===== config.mk =====
export PLATFORM = sky130hd
export DESIGN_NAME = crf_core
export DESIGN_NICKNAME = d
export VERILOG_FILES = /design/src/verilog/crf_pkg.sv /design/src/verilog/crf_core.sv /design/src/verilog/crf_flag_calc.sv
export VERILOG_INCLUDE_DIRS = /design/src /design/src/verilog
export SDC_FILE = /design/constraint.sdc
export NUM_CORES = 1
export LEC_CHECK = 0
export ABC_AREA = 1
export ABC_CLOCK_PERIOD_IN_PS = 1400
export BUFFER_PORTS_ARGS = -buffer_cell sky130_fd_sc_hd__buf_2
export CAP_MARGIN = 40
export CORE_MARGIN = 1
export CORE_UTILIZATION = 35
export CTS_BUF_LIST = sky130_fd_sc_hd__clkbuf_8
export CTS_CLUSTER_SIZE = 12
export DETAILED_ROUTE_END_ITERATION = 8
export GPL_TIMING_DRIVEN = 0
export HOLD_SLACK_MARGIN = 0.15
export MAX_ROUTING_LAYER = met4
export SETUP_SLACK_MARGIN = 0.2
export SLEW_MARGIN = 20
export SYNTH_ARGS = -nofsm -noshare
export SYNTH_HDL_FRONTEND = slang
export SYNTH_SLANG_ARGS = --single-unit
export TNS_END_PERCENT = 20

===== constraint.sdc =====
create_clock -name sys_clk_i -period 1.4 [get_ports sys_clk_i]
set_input_delay 0 -clock sys_clk_i [delete_from_list [all_inputs] [get_ports sys_clk_i]]
set_output_delay 0 -clock sys_clk_i [all_outputs]
set_load 0.005 [all_outputs]

===== src/verilog/crf_cfg.svh =====
// Constants for the CPU register file and condition code block
`ifndef CRF_CFG_SVH
`define CRF_CFG_SVH
`define CRF_CC_I          7
`define CRF_CC_U6         6
`define CRF_CC_H          5
`define CRF_CC_U4         4
`define CRF_CC_N          3
`define CRF_CC_Z          2
`define CRF_CC_V          1
`define CRF_CC_C          0
`define CRF_RESET_VECTOR  16'h0000
`define CRF_SP_INDEX      3'h7
`define CRF_BYTE_HC_BIT   4
`define CRF_WORD_HC_BIT   12
`define CRF_RESET_CCR     8'h80
`endif


===== src/verilog/crf_pkg.sv =====
// Types for the CPU register file and condition code block
package crf_pkg;
	// Register operand width
	typedef enum logic [1:0] {
		CRF_SZ_WORD = 2'h0,
		CRF_SZ_HIGH = 2'h1,
		CRF_SZ_LOW  = 2'h2
	} crf_size_t;
	// Flag update source for one ALU result
	typedef enum logic [2:0] {
		CRF_OP_NONE  = 3'h0,
		CRF_OP_ADD   = 3'h1,
		CRF_OP_SUB   = 3'h3,
		CRF_OP_LOGIC = 3'h2,
		CRF_OP_SHIFT = 3'h6,
		CRF_OP_BIT   = 3'h7
	} crf_op_t;
	// Condition code edits by software
	typedef enum logic [2:0] {
		CRF_CC_KEEP = 3'h0,
		CRF_CC_LOAD = 3'h1,
		CRF_CC_AND  = 3'h3,
		CRF_CC_OR   = 3'h2,
		CRF_CC_XOR  = 3'h6
	} crf_ccop_t;
	// One register write
	typedef struct packed {
		logic        en;
		logic [2:0]  idx;
		crf_size_t   size;
		logic [15:0] data;
	} crf_wr_t;
	// One ALU result for flag update
	typedef struct packed {
		crf_op_t     op;
		logic        word;
		logic [15:0] a;
		logic [15:0] b;
		logic [15:0] res;
		logic        cin;
		logic        cout;
		logic        bitval;
	} crf_alu_t;
	// Branch condition flags
	typedef struct packed {
		logic n;
		logic z;
		logic v;
		logic c;
	} crf_br_t;
endpackage


===== src/verilog/crf_core.sv =====
// CPU general register file, program counter and condition codes
`timescale 1ns/100ps
`default_nettype none
`include "crf_cfg.svh"
//////////////////////////////////////////////////////////////////////////
module crf_core (
	input  wire logic              sys_clk_i,
	input  wire logic              rst_b_i,
	input  wire crf_pkg::crf_wr_t  wr_i,
	input  wire logic [2:0]        rd_idx_i,
	input  wire crf_pkg::crf_size_t rd_size_i,
	input  wire logic [2:0]        addr_idx_i,
	input  wire logic [2:0]        bit_sel_i,
	input  wire logic              sp_wr_i,
	input  wire logic [15:0]       sp_data_i,
	input  wire logic              pc_wr_i,
	input  wire logic [15:0]       pc_data_i,
	input  wire logic              vector_valid_i,
	input  wire crf_pkg::crf_alu_t alu_i,
	input  wire crf_pkg::crf_ccop_t cc_op_i,
	input  wire logic [7:0]        cc_data_i,
	input  wire logic              exc_start_i,
	output logic [15:0]            rd_data_o,
	output logic [15:0]            addr_o,
	output logic [15:0]            sp_o,
	output logic [15:0]            pc_o,
	output logic [7:0]             ccr_o,
	output logic                   irq_masked_o,
	output crf_pkg::crf_br_t       br_flags_o,
	output logic                   sel_bit_o,
	output logic                   half_carry_o,
	output logic                   vector_fetch_o
);
	import crf_pkg::*;

	typedef enum logic [1:0] {
		CRF_ST_VECTOR = 2'h0,
		CRF_ST_RUN    = 2'h1
	} crf_state_t;

	logic        rst_s1;          // Reset release stage one
	logic        rst_s2;          // Reset release stage two
	logic [7:0]  hi_q [0:7];      // Upper byte halves
	logic [7:0]  lo_q [0:7];      // Lower byte halves
	logic [15:0] pc;              // Program counter, bit 0 held zero
	logic [7:0]  condition_code_register;             // Condition code register
	logic [7:0]  alu_ccr;         // Flags after an ALU result
	logic [7:0]  next_ccr;        // Condition codes for next edge
	crf_state_t  state;           // Reset vector fetch state
	crf_state_t  next_state;      // Next state
	logic [7:0]  hi_seen;         // Upper half written since reset
	logic [7:0]  lo_seen;         // Lower half written since reset

	// Word read of one register pair
	function automatic logic [15:0] word_of(input logic [2:0] i,
			input logic [7:0] h, input logic [7:0] l);
		word_of = {h, l};
	endfunction

	//////////////////////////////////////////////////////////////////////
	// Reset release; assertion is asynchronous, release is clocked
	always_ff @(posedge sys_clk_i or negedge rst_b_i) begin
		if (!rst_b_i) begin
			rst_s1 <= 1'b0;
			rst_s2 <= 1'b0;
		end else begin
			rst_s1 <= 1'b1;
			rst_s2 <= rst_s1;
		end
	end

	//////////////////////////////////////////////////////////////////////
	// General registers carry no reset: contents undefined
	always_ff @(posedge sys_clk_i) begin
		if (wr_i.en) begin
			case (wr_i.size)
				// Word write fills both halves, MSB at 15
				CRF_SZ_WORD: begin
					hi_q[wr_i.idx] <= wr_i.data[15:8];
					lo_q[wr_i.idx] <= wr_i.data[7:0];
				end
				// Byte data in the low lane; other half kept
				CRF_SZ_HIGH: hi_q[wr_i.idx] <= wr_i.data[7:0];
				CRF_SZ_LOW: lo_q[wr_i.idx] <= wr_i.data[7:0];
				default: begin
					lo_q[wr_i.idx] <= lo_q[wr_i.idx];
				end
			endcase
		end
		// Implicit stack pointer update wins last
		if (sp_wr_i) begin
			hi_q[`CRF_SP_INDEX] <= sp_data_i[15:8];
			lo_q[`CRF_SP_INDEX] <= sp_data_i[7:0];
		end
	end

	//////////////////////////////////////////////////////////////////////
	// Written-half tracking for the checks only; the halves themselves
	// stay without reset, so a check must not look at a half that no
	// write has defined yet
	always_ff @(posedge sys_clk_i or negedge rst_s2) begin
		if (!rst_s2) begin
			hi_seen <= 8'h00;
			lo_seen <= 8'h00;
		end else begin
			// Word and upper-half writes define the upper half
			if (wr_i.en && wr_i.size != CRF_SZ_LOW)
				hi_seen[wr_i.idx] <= 1'b1;
			// Word and lower-half writes define the lower half
			if (wr_i.en && wr_i.size != CRF_SZ_HIGH)
				lo_seen[wr_i.idx] <= 1'b1;
			// Implicit stack write defines the whole eighth word
			if (sp_wr_i) begin
				hi_seen[`CRF_SP_INDEX] <= 1'b1;
				lo_seen[`CRF_SP_INDEX] <= 1'b1;
			end
		end
	end

	//////////////////////////////////////////////////////////////////////
	// Registered read ports
	always_ff @(posedge sys_clk_i) begin
		// Data read: word or one byte half
		case (rd_size_i)
			CRF_SZ_WORD:
				rd_data_o <= word_of(rd_idx_i, hi_q[rd_idx_i],
					lo_q[rd_idx_i]);
			CRF_SZ_HIGH: rd_data_o <= {8'h00, hi_q[rd_idx_i]};
			CRF_SZ_LOW: rd_data_o <= {8'h00, lo_q[rd_idx_i]};
			default: rd_data_o <= 16'h0000;
		endcase
		// Address read is never narrowed
		addr_o <= word_of(addr_idx_i, hi_q[addr_idx_i], lo_q[addr_idx_i]);
		// Stack pointer is the eighth word
		sp_o <= word_of(`CRF_SP_INDEX, hi_q[`CRF_SP_INDEX],
			lo_q[`CRF_SP_INDEX]);
		// Bit selection within a byte operand
		sel_bit_o <= lo_q[rd_idx_i][bit_sel_i];
	end

	//////////////////////////////////////////////////////////////////////
	// Reset sequence: wait for the vector word
	always_comb begin
		next_state = state;
		case (state)
			CRF_ST_VECTOR: if (vector_valid_i) next_state = CRF_ST_RUN;
			CRF_ST_RUN: next_state = CRF_ST_RUN;
			default: next_state = CRF_ST_VECTOR;
		endcase
	end

	always_ff @(posedge sys_clk_i or negedge rst_s2) begin
		if (!rst_s2) begin
			state <= CRF_ST_VECTOR;
			vector_fetch_o <= 1'b1;
		end else begin
			state <= next_state;
			vector_fetch_o <= (next_state == CRF_ST_VECTOR);
		end
	end

	//////////////////////////////////////////////////////////////////////
	// Program counter; the fetch is word-wide so bit 0 stays clear
	always_ff @(posedge sys_clk_i or negedge rst_s2) begin
		if (!rst_s2) begin
			pc <= `CRF_RESET_VECTOR;
		end else if (state == CRF_ST_VECTOR) begin
			if (vector_valid_i)
				pc <= {pc_data_i[15:1], 1'b0};
		end else if (pc_wr_i) begin
			pc <= {pc_data_i[15:1], 1'b0};
		end
	end
	assign pc_o = pc;

	//////////////////////////////////////////////////////////////////////
	// Flag arithmetic kept apart so it can be reused by other users
	crf_flag_calc u_flags (
		.alu_i (alu_i),
		.ccr_i (condition_code_register),
		.ccr_o (alu_ccr)
	);

	// Software edits take priority over ALU flags
	always_comb begin
		case (cc_op_i)
			CRF_CC_LOAD: next_ccr = cc_data_i;
			CRF_CC_AND: next_ccr = condition_code_register & cc_data_i;
			CRF_CC_OR: next_ccr = condition_code_register | cc_data_i;
			CRF_CC_XOR: next_ccr = condition_code_register ^ cc_data_i;
			default: next_ccr = alu_ccr;
		endcase
		// User bits 6 and 4 change only by software
		if (cc_op_i == CRF_CC_KEEP) begin
			next_ccr[`CRF_CC_U6] = condition_code_register[`CRF_CC_U6];
			next_ccr[`CRF_CC_U4] = condition_code_register[`CRF_CC_U4];
		end
		// Exception entry masks interrupts, winning over edits
		if (exc_start_i)
			next_ccr[`CRF_CC_I] = 1'b1;
	end

	// Reset loads the whole register: mask bit set, all other bits clear
	always_ff @(posedge sys_clk_i or negedge rst_s2) begin
		if (!rst_s2)
			condition_code_register <= `CRF_RESET_CCR;
		else
			condition_code_register <= next_ccr;
	end
	assign ccr_o = condition_code_register;
	assign irq_masked_o = condition_code_register[`CRF_CC_I];
	// Branch flags straight from the register
	assign br_flags_o = '{n: condition_code_register[`CRF_CC_N], z: condition_code_register[`CRF_CC_Z],
		v: condition_code_register[`CRF_CC_V], c: condition_code_register[`CRF_CC_C]};
	// Half-carry offered to decimal adjust
	assign half_carry_o = condition_code_register[`CRF_CC_H];
endmodule
`default_nettype wire


===== src/verilog/crf_flag_calc.sv =====
// Flag computation from one ALU result
`timescale 1ns/100ps
`default_nettype none
`include "crf_cfg.svh"
module crf_flag_calc (
	input  wire crf_pkg::crf_alu_t alu_i,
	input  wire logic [7:0]        ccr_i,
	output logic [7:0]             ccr_o
);
	import crf_pkg::*;
	logic [15:0] sa;      // Sign-aligned operand a
	logic [15:0] sb;      // Sign-aligned operand b
	logic [15:0] sr;      // Sign-aligned result
	logic        hc;      // Carry or borrow into the half-carry bit
	logic        ov;      // Signed overflow
	logic [16:0] tmp;     // Low-part sum for nibble carry

	// Flags follow the operand width; byte operands sit in bits 7:0
	always_comb begin
		ccr_o = ccr_i;
		sa = alu_i.word ? alu_i.a : {alu_i.a[7:0], 8'h00};
		sb = alu_i.word ? alu_i.b : {alu_i.b[7:0], 8'h00};
		sr = alu_i.word ? alu_i.res : {alu_i.res[7:0], 8'h00};
		tmp = 17'h00000;
		hc = 1'b0;
		if (alu_i.word) begin
			// Word operations only; carry out of bit 11
			// Word-sized flag path
			if (alu_i.op == CRF_OP_SUB)
				tmp = {5'h00, alu_i.a[11:0]} - {5'h00, alu_i.b[11:0]};
			else
				tmp = {5'h00, alu_i.a[11:0]} + {5'h00, alu_i.b[11:0]};
			hc = tmp[`CRF_WORD_HC_BIT];
		end else begin
			// Carry or borrow out of bit 3
			if (alu_i.op == CRF_OP_SUB)
				tmp = {13'h0000, alu_i.a[3:0]}
					- {13'h0000, alu_i.b[3:0]} - {16'h0000, alu_i.cin};
			else
				tmp = {13'h0000, alu_i.a[3:0]}
					+ {13'h0000, alu_i.b[3:0]} + {16'h0000, alu_i.cin};
			hc = tmp[`CRF_BYTE_HC_BIT];
		end
		// Signed overflow from operand and result signs
		if (alu_i.op == CRF_OP_SUB)
			ov = (sa[15] ^ sb[15]) & (sa[15] ^ sr[15]);
		else
			ov = ~(sa[15] ^ sb[15]) & (sa[15] ^ sr[15]);
		case (alu_i.op)
			CRF_OP_ADD, CRF_OP_SUB: begin
				ccr_o[`CRF_CC_H] = hc;
				ccr_o[`CRF_CC_N] = sr[15];
				ccr_o[`CRF_CC_Z] = (sr == 16'h0000);
				ccr_o[`CRF_CC_V] = ov;
				ccr_o[`CRF_CC_C] = alu_i.cout;
			end
			CRF_OP_LOGIC: begin
				// Logic results clear overflow, keep carry
				ccr_o[`CRF_CC_N] = sr[15];
				ccr_o[`CRF_CC_Z] = (sr == 16'h0000);
				ccr_o[`CRF_CC_V] = 1'b0;
			end
			CRF_OP_SHIFT: begin
				// Bit shifted out lands in carry
				ccr_o[`CRF_CC_N] = sr[15];
				ccr_o[`CRF_CC_Z] = (sr == 16'h0000);
				ccr_o[`CRF_CC_V] = 1'b0;
				ccr_o[`CRF_CC_C] = alu_i.cout;
			end
			CRF_OP_BIT: begin
				// Carry acts as the bit accumulator
				ccr_o[`CRF_CC_C] = alu_i.bitval;
			end
			default: begin
				ccr_o = ccr_i;
			end
		endcase
	end
endmodule
`default_nettype wire


==> reports/results.ini, run 1 <==
[placement]
dpl_cell_area_mm2=0.0119
hpwl_um=23300
gp_congestion=0.891
place_inst=1728
portBuffers=202

[timing]
fin_ws_ps=-212
fin_crit_ps=1610
drv_slew=0
slew-limit-headroom=0.441
final.setup_skew_ps=28.9
worst_pin_slew_ps=835
max_freq_ghz=0.620
layout_worst_path_cycle_share=1.15
fin_setup_tns_ps=-2820
rsz0062_at_grt=true
final-hold-violation-count=0
finalSetupViolations=37

[grt]
grt_first_pass_wirelength_um=50800
grt_max_degree=17
grt_pass1_vias=9431
grt_usage=0.225
grt-ovfl-total=0
antenna_found_initial=0

[logic_synthesis]
yosysTopAreaCellShare=0.374
ys_seq_area_frac=0.537
synthTopCellsByArea=edfxtp_1, dfxtp_1, nand2_1
syn_area_mm2=0.0103
ys_ff_latch=205
yosys_warnings=0
syn_inst=1129
synth.distinct_cells=46
synth_async_sr_flop_share=0.137
synth_flop_cell=edfxtp_1
synth_top_area_cell=edfxtp_1
synth-edff-count=128
synth.avg_cell_area_um2=9.11

[routing]
drc=0
vias=9795
routed_via_density=5.02
drtIter0Drc=813
wl_per_cell_um=17.4
final_antenna_net_count=0
dr.pass1.iters=5
routed_wl_um=34000

[worst_setup_path]
r2r-start=state[1]
path_max_fanout=4
end_kind=flip-flop
slowest_stage=dlygate4sd3_1
cp_common_cell=dlygate4sd3_1
path_buf_inv=4
cp-start-kind=primary input
cp.required_ps=1640
regToRegSetupSlack_ps=-50
cp.arrival_ps=1860
reg2reg_to=pc_o[6]
critPathTopFamily=buffers and inverters
path_cells=buf_2 > dlygate4sd3_1 > inv_1 > nand3_1 > nor2_1 > dlygate4sd3_1
critPathMaxStageDelay_ps=640
crit_type=primary input to flip-flop
r2r_cells=4

[cells_and_area]
drive_gt1_frac=0.274
fillers=2629
fin_nets=1715
post-route-cell-area_mm2=0.0147
area_growth_pct=42.6
n_antenna_cell=0
layout.cells.non_filler=1952

[clocking]
root_buffer=clkbuf_8
h-tree-depth=2
clockBufferDepth=3
cts_tree=built
clk_latency_ps=550
clock-sinks=205
cts_made_buffers=37
clk_pin_slew_ps=60

[power_and_ir_drop]
powerDensity_mw_per_mm2=1100
vdd_ir_drop_max_mv=0.516
clockPowerShare=0.381
p_int_uw=11800
switching_share=0.270
pwr-share-seq=0.437
comb_power_share=0.182
p_leak_uw=0.00657
power_switching_uw=4360

[hold_path]
hold_class=primary input to flip-flop
hp-start=sp_wr_i
hold_end=hi_q[7][7]
hold-path-cell-count=3

[floorplan]
die_w_um=173
die_h_um=173
design.core.area_mm2=0.0288
start_util=0.357
die-area_mm2=0.0301
fp-row-count=62
top_level_ports=217

[job]
drv_cap=0

[run_status]
status=finished, violations left
failed_checks=setup timing

[state kept, by name, summed over array words and instances (netlist names)]
register and count:
hi_q 64, addr_o 16, lo_q 64, ccr_o 8
state 2, rst_s1 1, sel_bit_o 1, sp_o 16
rd_data_o 16, pc_o 15, vector_fetch_o 1, rst_s2 1
[cells by family after synthesis]
family | after synthesis | synth area share
muxes | 23 | 0.0242
adders and majority gates | 38 | 0.0462
xor gates and xnor gates | 11 | 0.00936
other | 2 | 0.000730
DFF | 205 | 0.537
and+or+nand+nor | 352 | 0.138
AOI/OAI and AO/OA | 299 | 0.163
buffers and inverters | 199 | 0.0811
[worst reg2reg max path: cells and delay by family, from the launching register on]
| kind | cells | cell delay, ps |
|---|---|---|
| DFF | 1 | 440 |
| buffers and inverters | 2 | 280 |
| muxes | 1 | 310 |
| AOI/OAI and AO/OA | 1 | 320 |
[cell usage in the layout, fill, tap and decap left out, drive strengths merged, types with 3 or more instances in the layout]
| cell type | n |
|---|---|
| nor4 | 3 |
| o21ai | 144 |
| nand3 | 36 |
| bufinv | 5 |
| mux2i | 8 |
| xor2 | 4 |
| ha | 38 |
| o211ai | 41 |
| conb | 3 |
| inv | 146 |
| dlygate4sd3 | 129 |
| nand2 | 223 |
| nor2 | 79 |
| a21oi | 82 |
| dfrtp | 26 |
| mux2 | 15 |
| a31oi | 19 |
| clkbuf | 66 |
| buf | 273 |
| dfxtp | 49 |
| xnor2 | 7 |
| o2111ai | 3 |
| edfxtp | 128 |
| a22oi | 3 |
| clkinv | 14 |
| nor3 | 5 |
[worst max-delay path by stage]
stage               from    endpoint  slack (ps)  depth (start not counted)
2_1_floorplan  alu_i[19]    ccr_o[5]        -450                         19
3_3_place_gp   alu_i[19]    ccr_o[5]        -850                         20
3_5_place_dp   alu_i[19]    ccr_o[5]        -890                         20
4_1_cts         ccr_o[7]    ccr_o[7]         -50                          6
5_1_grt        alu_i[21]    ccr_o[5]        -240                         20
6_report        wr_i[18]  lo_q[2][0]        -210                          6
[routing by layer]
metal  part of all wire  vias to the layer above  GRT usage  wire (µm)
met2               0.46                      463      0.350      15600
met1               0.43                     4579      0.296      14700
met5                  0                        -          -          0
li1                   -                     4669          -          -
met4              0.030                        0     0.0833       1030
met3              0.080                       84     0.0371       2720
[area by class of cell]
| cell class | instances | area (µm²) | share of cell area |
|---|---|---|---|
| repair buffers | 371 | 2720 | 0.185 |
| clock inverters | 27 | 251 | 0.0171 |
| multi-input cells | 726 | 4240 | 0.289 |
| well taps | 384 | 480 | 0.0327 |
| flip-flops and latches | 205 | 5530 | 0.377 |
| inverters | 140 | 563 | 0.0384 |
| plain buffers | 59 | 333 | 0.0227 |
| clock buffers | 40 | 551 | 0.0375 |
[cells in the mapped netlist (all sizes together), types with 4 or more instances]
cell type and count:
xor2 4, mux2 15, xnor2 7, nor3 5
nor2 79, o211ai 41, nand2 223, ha 38
mux2i 8, o21ai 144, buf 33, a21oi 82
dfxtp 49, clkbuf 26, edfxtp 128, a31oi 19
dfrtp 26, nand3 36, inv 139
[timing repair]
item / 4_1_cts / 5_1_grt
buffers inserted: 12 / 11
hold buffers: 117 / 14
endpoints found under the hold margin: 229 / 48
gates cloned: 0 / 1
pin swaps: 35 / 27
endpoints found under the setup margin: 33 / 150
resized for setup: 57 / 107
[power groups by stage]
stage	logic [µW]	clock network [µW]	registers, µW
final	2950	6150	7050
after global routing	3220	6530	7100
after floorplan	1230	0	7130
after CTS	2690	6260	7040
after detailed placement	2270	0	7150
after global placement	2190	0	7160
[through the flow]
stage | total power [µW] | utilization | setup slack (ps) | hold WS [ps]
after global placement | 9350 | 0.412 | -849 | -214
after floorplan | 8360 | - | -448 | -296
after global routing | 16800 | 0.510 | -240 | 123
after CTS | 16000 | 0.493 | -46.3 | -49.0
after detailed placement | 9420 | 0.415 | -886 | -213
final | 16200 | 0.510 | -212 | 59.7
(Power assumes the default switching activity.)
==> run 2: changes to the inputs <==
--- a/config.mk
+++ b/config.mk
@@ -7,7 +7,7 @@
 export NUM_CORES = 1
 export LEC_CHECK = 0
 export ABC_AREA = 1
-export ABC_CLOCK_PERIOD_IN_PS = 1400
+export ABC_CLOCK_PERIOD_IN_PS = 1600
 export BUFFER_PORTS_ARGS = -buffer_cell sky130_fd_sc_hd__buf_2
 export CAP_MARGIN = 40
 export CORE_MARGIN = 1
==> constraint.sdc (replaced) <==
create_clock -name sys_clk_i -period 1.6 [get_ports sys_clk_i]
set_input_delay 0 -clock sys_clk_i [delete_from_list [all_inputs] [get_ports sys_clk_i]]
set_output_delay 0 -clock sys_clk_i [all_outputs]
set_load 0.005 [all_outputs]
==> run 2 against run 1 <==
  * The flow now finishes without violations
  * Utilization down 0.62 points
  * Die area did not move
  * Sequential share of layout area up 0.43 points
  * Largest cell class unchanged
  * Critical path depth up 11
  * Sequential power is 13% lower
  * Global-route usage about the same
  * Largest power group unchanged
==> reports/results.ini, run 2 (synthesis gave the netlist of run 1 again) <==
[worst_setup_path]
crit_type=primary input to flip-flop
cp-start-kind=primary input
cp.arrival_ps=1940  ; +80 ps
cp.required_ps=2010  ; +370 ps
path_max_fanout=4  ; unchanged
end_kind=flip-flop

[cells_and_area]
post-route-cell-area_mm2=0.0145  ; -1.2%
final_cell_mix=buf_2, nand2_1, dlygate4sd3_1, inv_1, edfxtp_1
drive_gt1_frac=0.251  ; -0.0230
area_growth_pct=40.9
reg_top3=hi_q x64, lo_q x64
fin_nets=1720  ; +0.29%
layout.cells.non_filler=1957  ; +0.26%
layout_commonest_cell=buf_2

[timing]
max_freq_ghz=0.653
finalSetupViolations=0  ; -100%
slew-limit-headroom=0.433  ; -0.00855
rsz0062_at_grt=true
layout_worst_path_cycle_share=0.956
drv_slew=0  ; unchanged
worst_pin_slew_ps=848  ; +12.8 ps
fin_ws_ps=69.8  ; +282 ps
fin_setup_tns_ps=0  ; +2820 ps
fin_crit_ps=1530
final-hold-violation-count=0  ; unchanged
hold-worst-slack_ps=95.1  ; +35.4 ps
final.setup_skew_ps=20.3  ; -8.54 ps

[clocking]
clockBufferDepth=3  ; unchanged
clock-sinks=205  ; unchanged
cts_made_buffers=35  ; -5.4%
h-tree-depth=2  ; unchanged
root_buffer=clkbuf_8
clk_latency_ps=540  ; about the same
clk_pin_slew_ps=60  ; about the same
cts_tree=built

[placement]
dpl_cell_area_mm2=0.0119  ; -0.31%
portBuffers=202  ; unchanged
hpwl_um=23400  ; +0.27%
gp_congestion=0.919  ; +3.1%
place_inst=1725  ; -0.17%
post-place-ws_ps=-699  ; +187 ps

[routing]
wl_per_cell_um=17.1  ; -1.7%
routed_via_density=5.06  ; +0.76%
routed_wl_um=33500  ; -1.5%
vias=9895  ; +1.0%
dr.pass1.iters=5  ; unchanged
drc=0  ; unchanged
drtIter0Drc=929  ; +14%
final_antenna_net_count=0  ; unchanged

[power_and_ir_drop]
p_leak_uw=0.00653  ; -0.56%
vdd_ir_drop_max_mv=0.430  ; -17%
powerDensity_mw_per_mm2=938  ; -15%

[floorplan]
die-area_mm2=0.0301  ; unchanged
die_h_um=173  ; unchanged
die_w_um=173  ; unchanged
design.core.area_mm2=0.0288  ; unchanged
start_util=0.357  ; unchanged
fp-row-count=62  ; unchanged
top_level_ports=217  ; unchanged

[hold_path]
hold_class=primary input to flip-flop

[run_status]
status=finished, final reports clean

[grt]
grt_usage=0.225  ; -0.000425
grt_first_pass_wirelength_um=51300  ; +0.95%
grt_pass1_vias=9636  ; +2.2%
antenna_found_initial=1  ; +1
grt_max_degree=16  ; -1
grt-ovfl-total=0  ; unchanged

[job]
drv_cap=0  ; unchanged

[run 2: cell count changes in the layout (fill, tap and decap cells not counted), sizes merged]
cell          delta
dlygate4sd3     +10
buf              -3
bufinv           -2
dlymetal6s4s     -2
clkbuf           +1
clkinv           +1
diode            +1
inv              -1
[run 2: power by group]
part	leakage [µW]	total (µW)	switching (µW)	internal, µW
clock	0.000398	4950	2200	2750
sequential	0.00190	6150	184	5970
combinational	0.00424	2490	1330	1170
total	0.00653	13600	3720	9880
[run 2: worst paths after layout]
kind	startpoint	endpoint	slack, ps	cells past startpoint
setup / recovery	alu_i[19]	ccr_o[5]	70	17
hold / removal	wr_i[18]	hi_q[0][0]	100	4
setup reg to reg	state[0]	pc_o[9]	140	4
hold reg to reg	rst_s2	state[1]	300	0
max in group asynchronous	rst_s2	pc_o[13]	780	1
min in group asynchronous	rst_s2	state[1]	300	0
[run 2: routing by layer]
layer / up-vias / GRT usage / routed length (µm)
met2: 499 / 0.357 / 15100
met3: 95 / 0.0318 / 2860
li1: 4681 / - / -
met5: - / - / 0
met1: 4620 / 0.293 / 14500
met4: 0 / 0.0826 / 1080
[run 2: per-stage QoR]
step | total power, µW | utilization
floorplan | 7300 | -
global placement | 8160 | 0.412
detailed placement | 8230 | 0.414
CTS | 13500 | 0.492
global route | 14200 | 0.504
finish | 13600 | 0.504
[run 2: cell type report]
cell class	count	area [µm²]
inverter	140	564
timing repair buffer	378	2700
clock inverter	25	190
fill	2632	14300
antenna	1	2.50
buffer	59	320
sequential	205	5530
clock buffer	39	537
multi-input combinational	726	4170
tap	384	480
[run 2: critical path, cell delays in order]
cell and delay (ps):
buf_6 120, inv_12 50, ha_2 200, nand4_1 140, nand2_1 120, o21ai_0 120, xnor2_1 140, ha_1 310
nand2_4 80, nor2_4 40, buf_4 120, a21oi_1 130, nand3_1 80, nand3_1 90, nand3_1 70, nand2_1 60
nand2_1 50
[run 2: repair_timing]
action / 4_1_cts / 5_1_grt
gates resized for setup: 14 / 70
setup endpoints to repair: 12 / 57
hold endpoints to repair: 224 / 11
hold buffers: 137 / 3
setup buffers: 13 / 11
pin swaps: 14 / 19
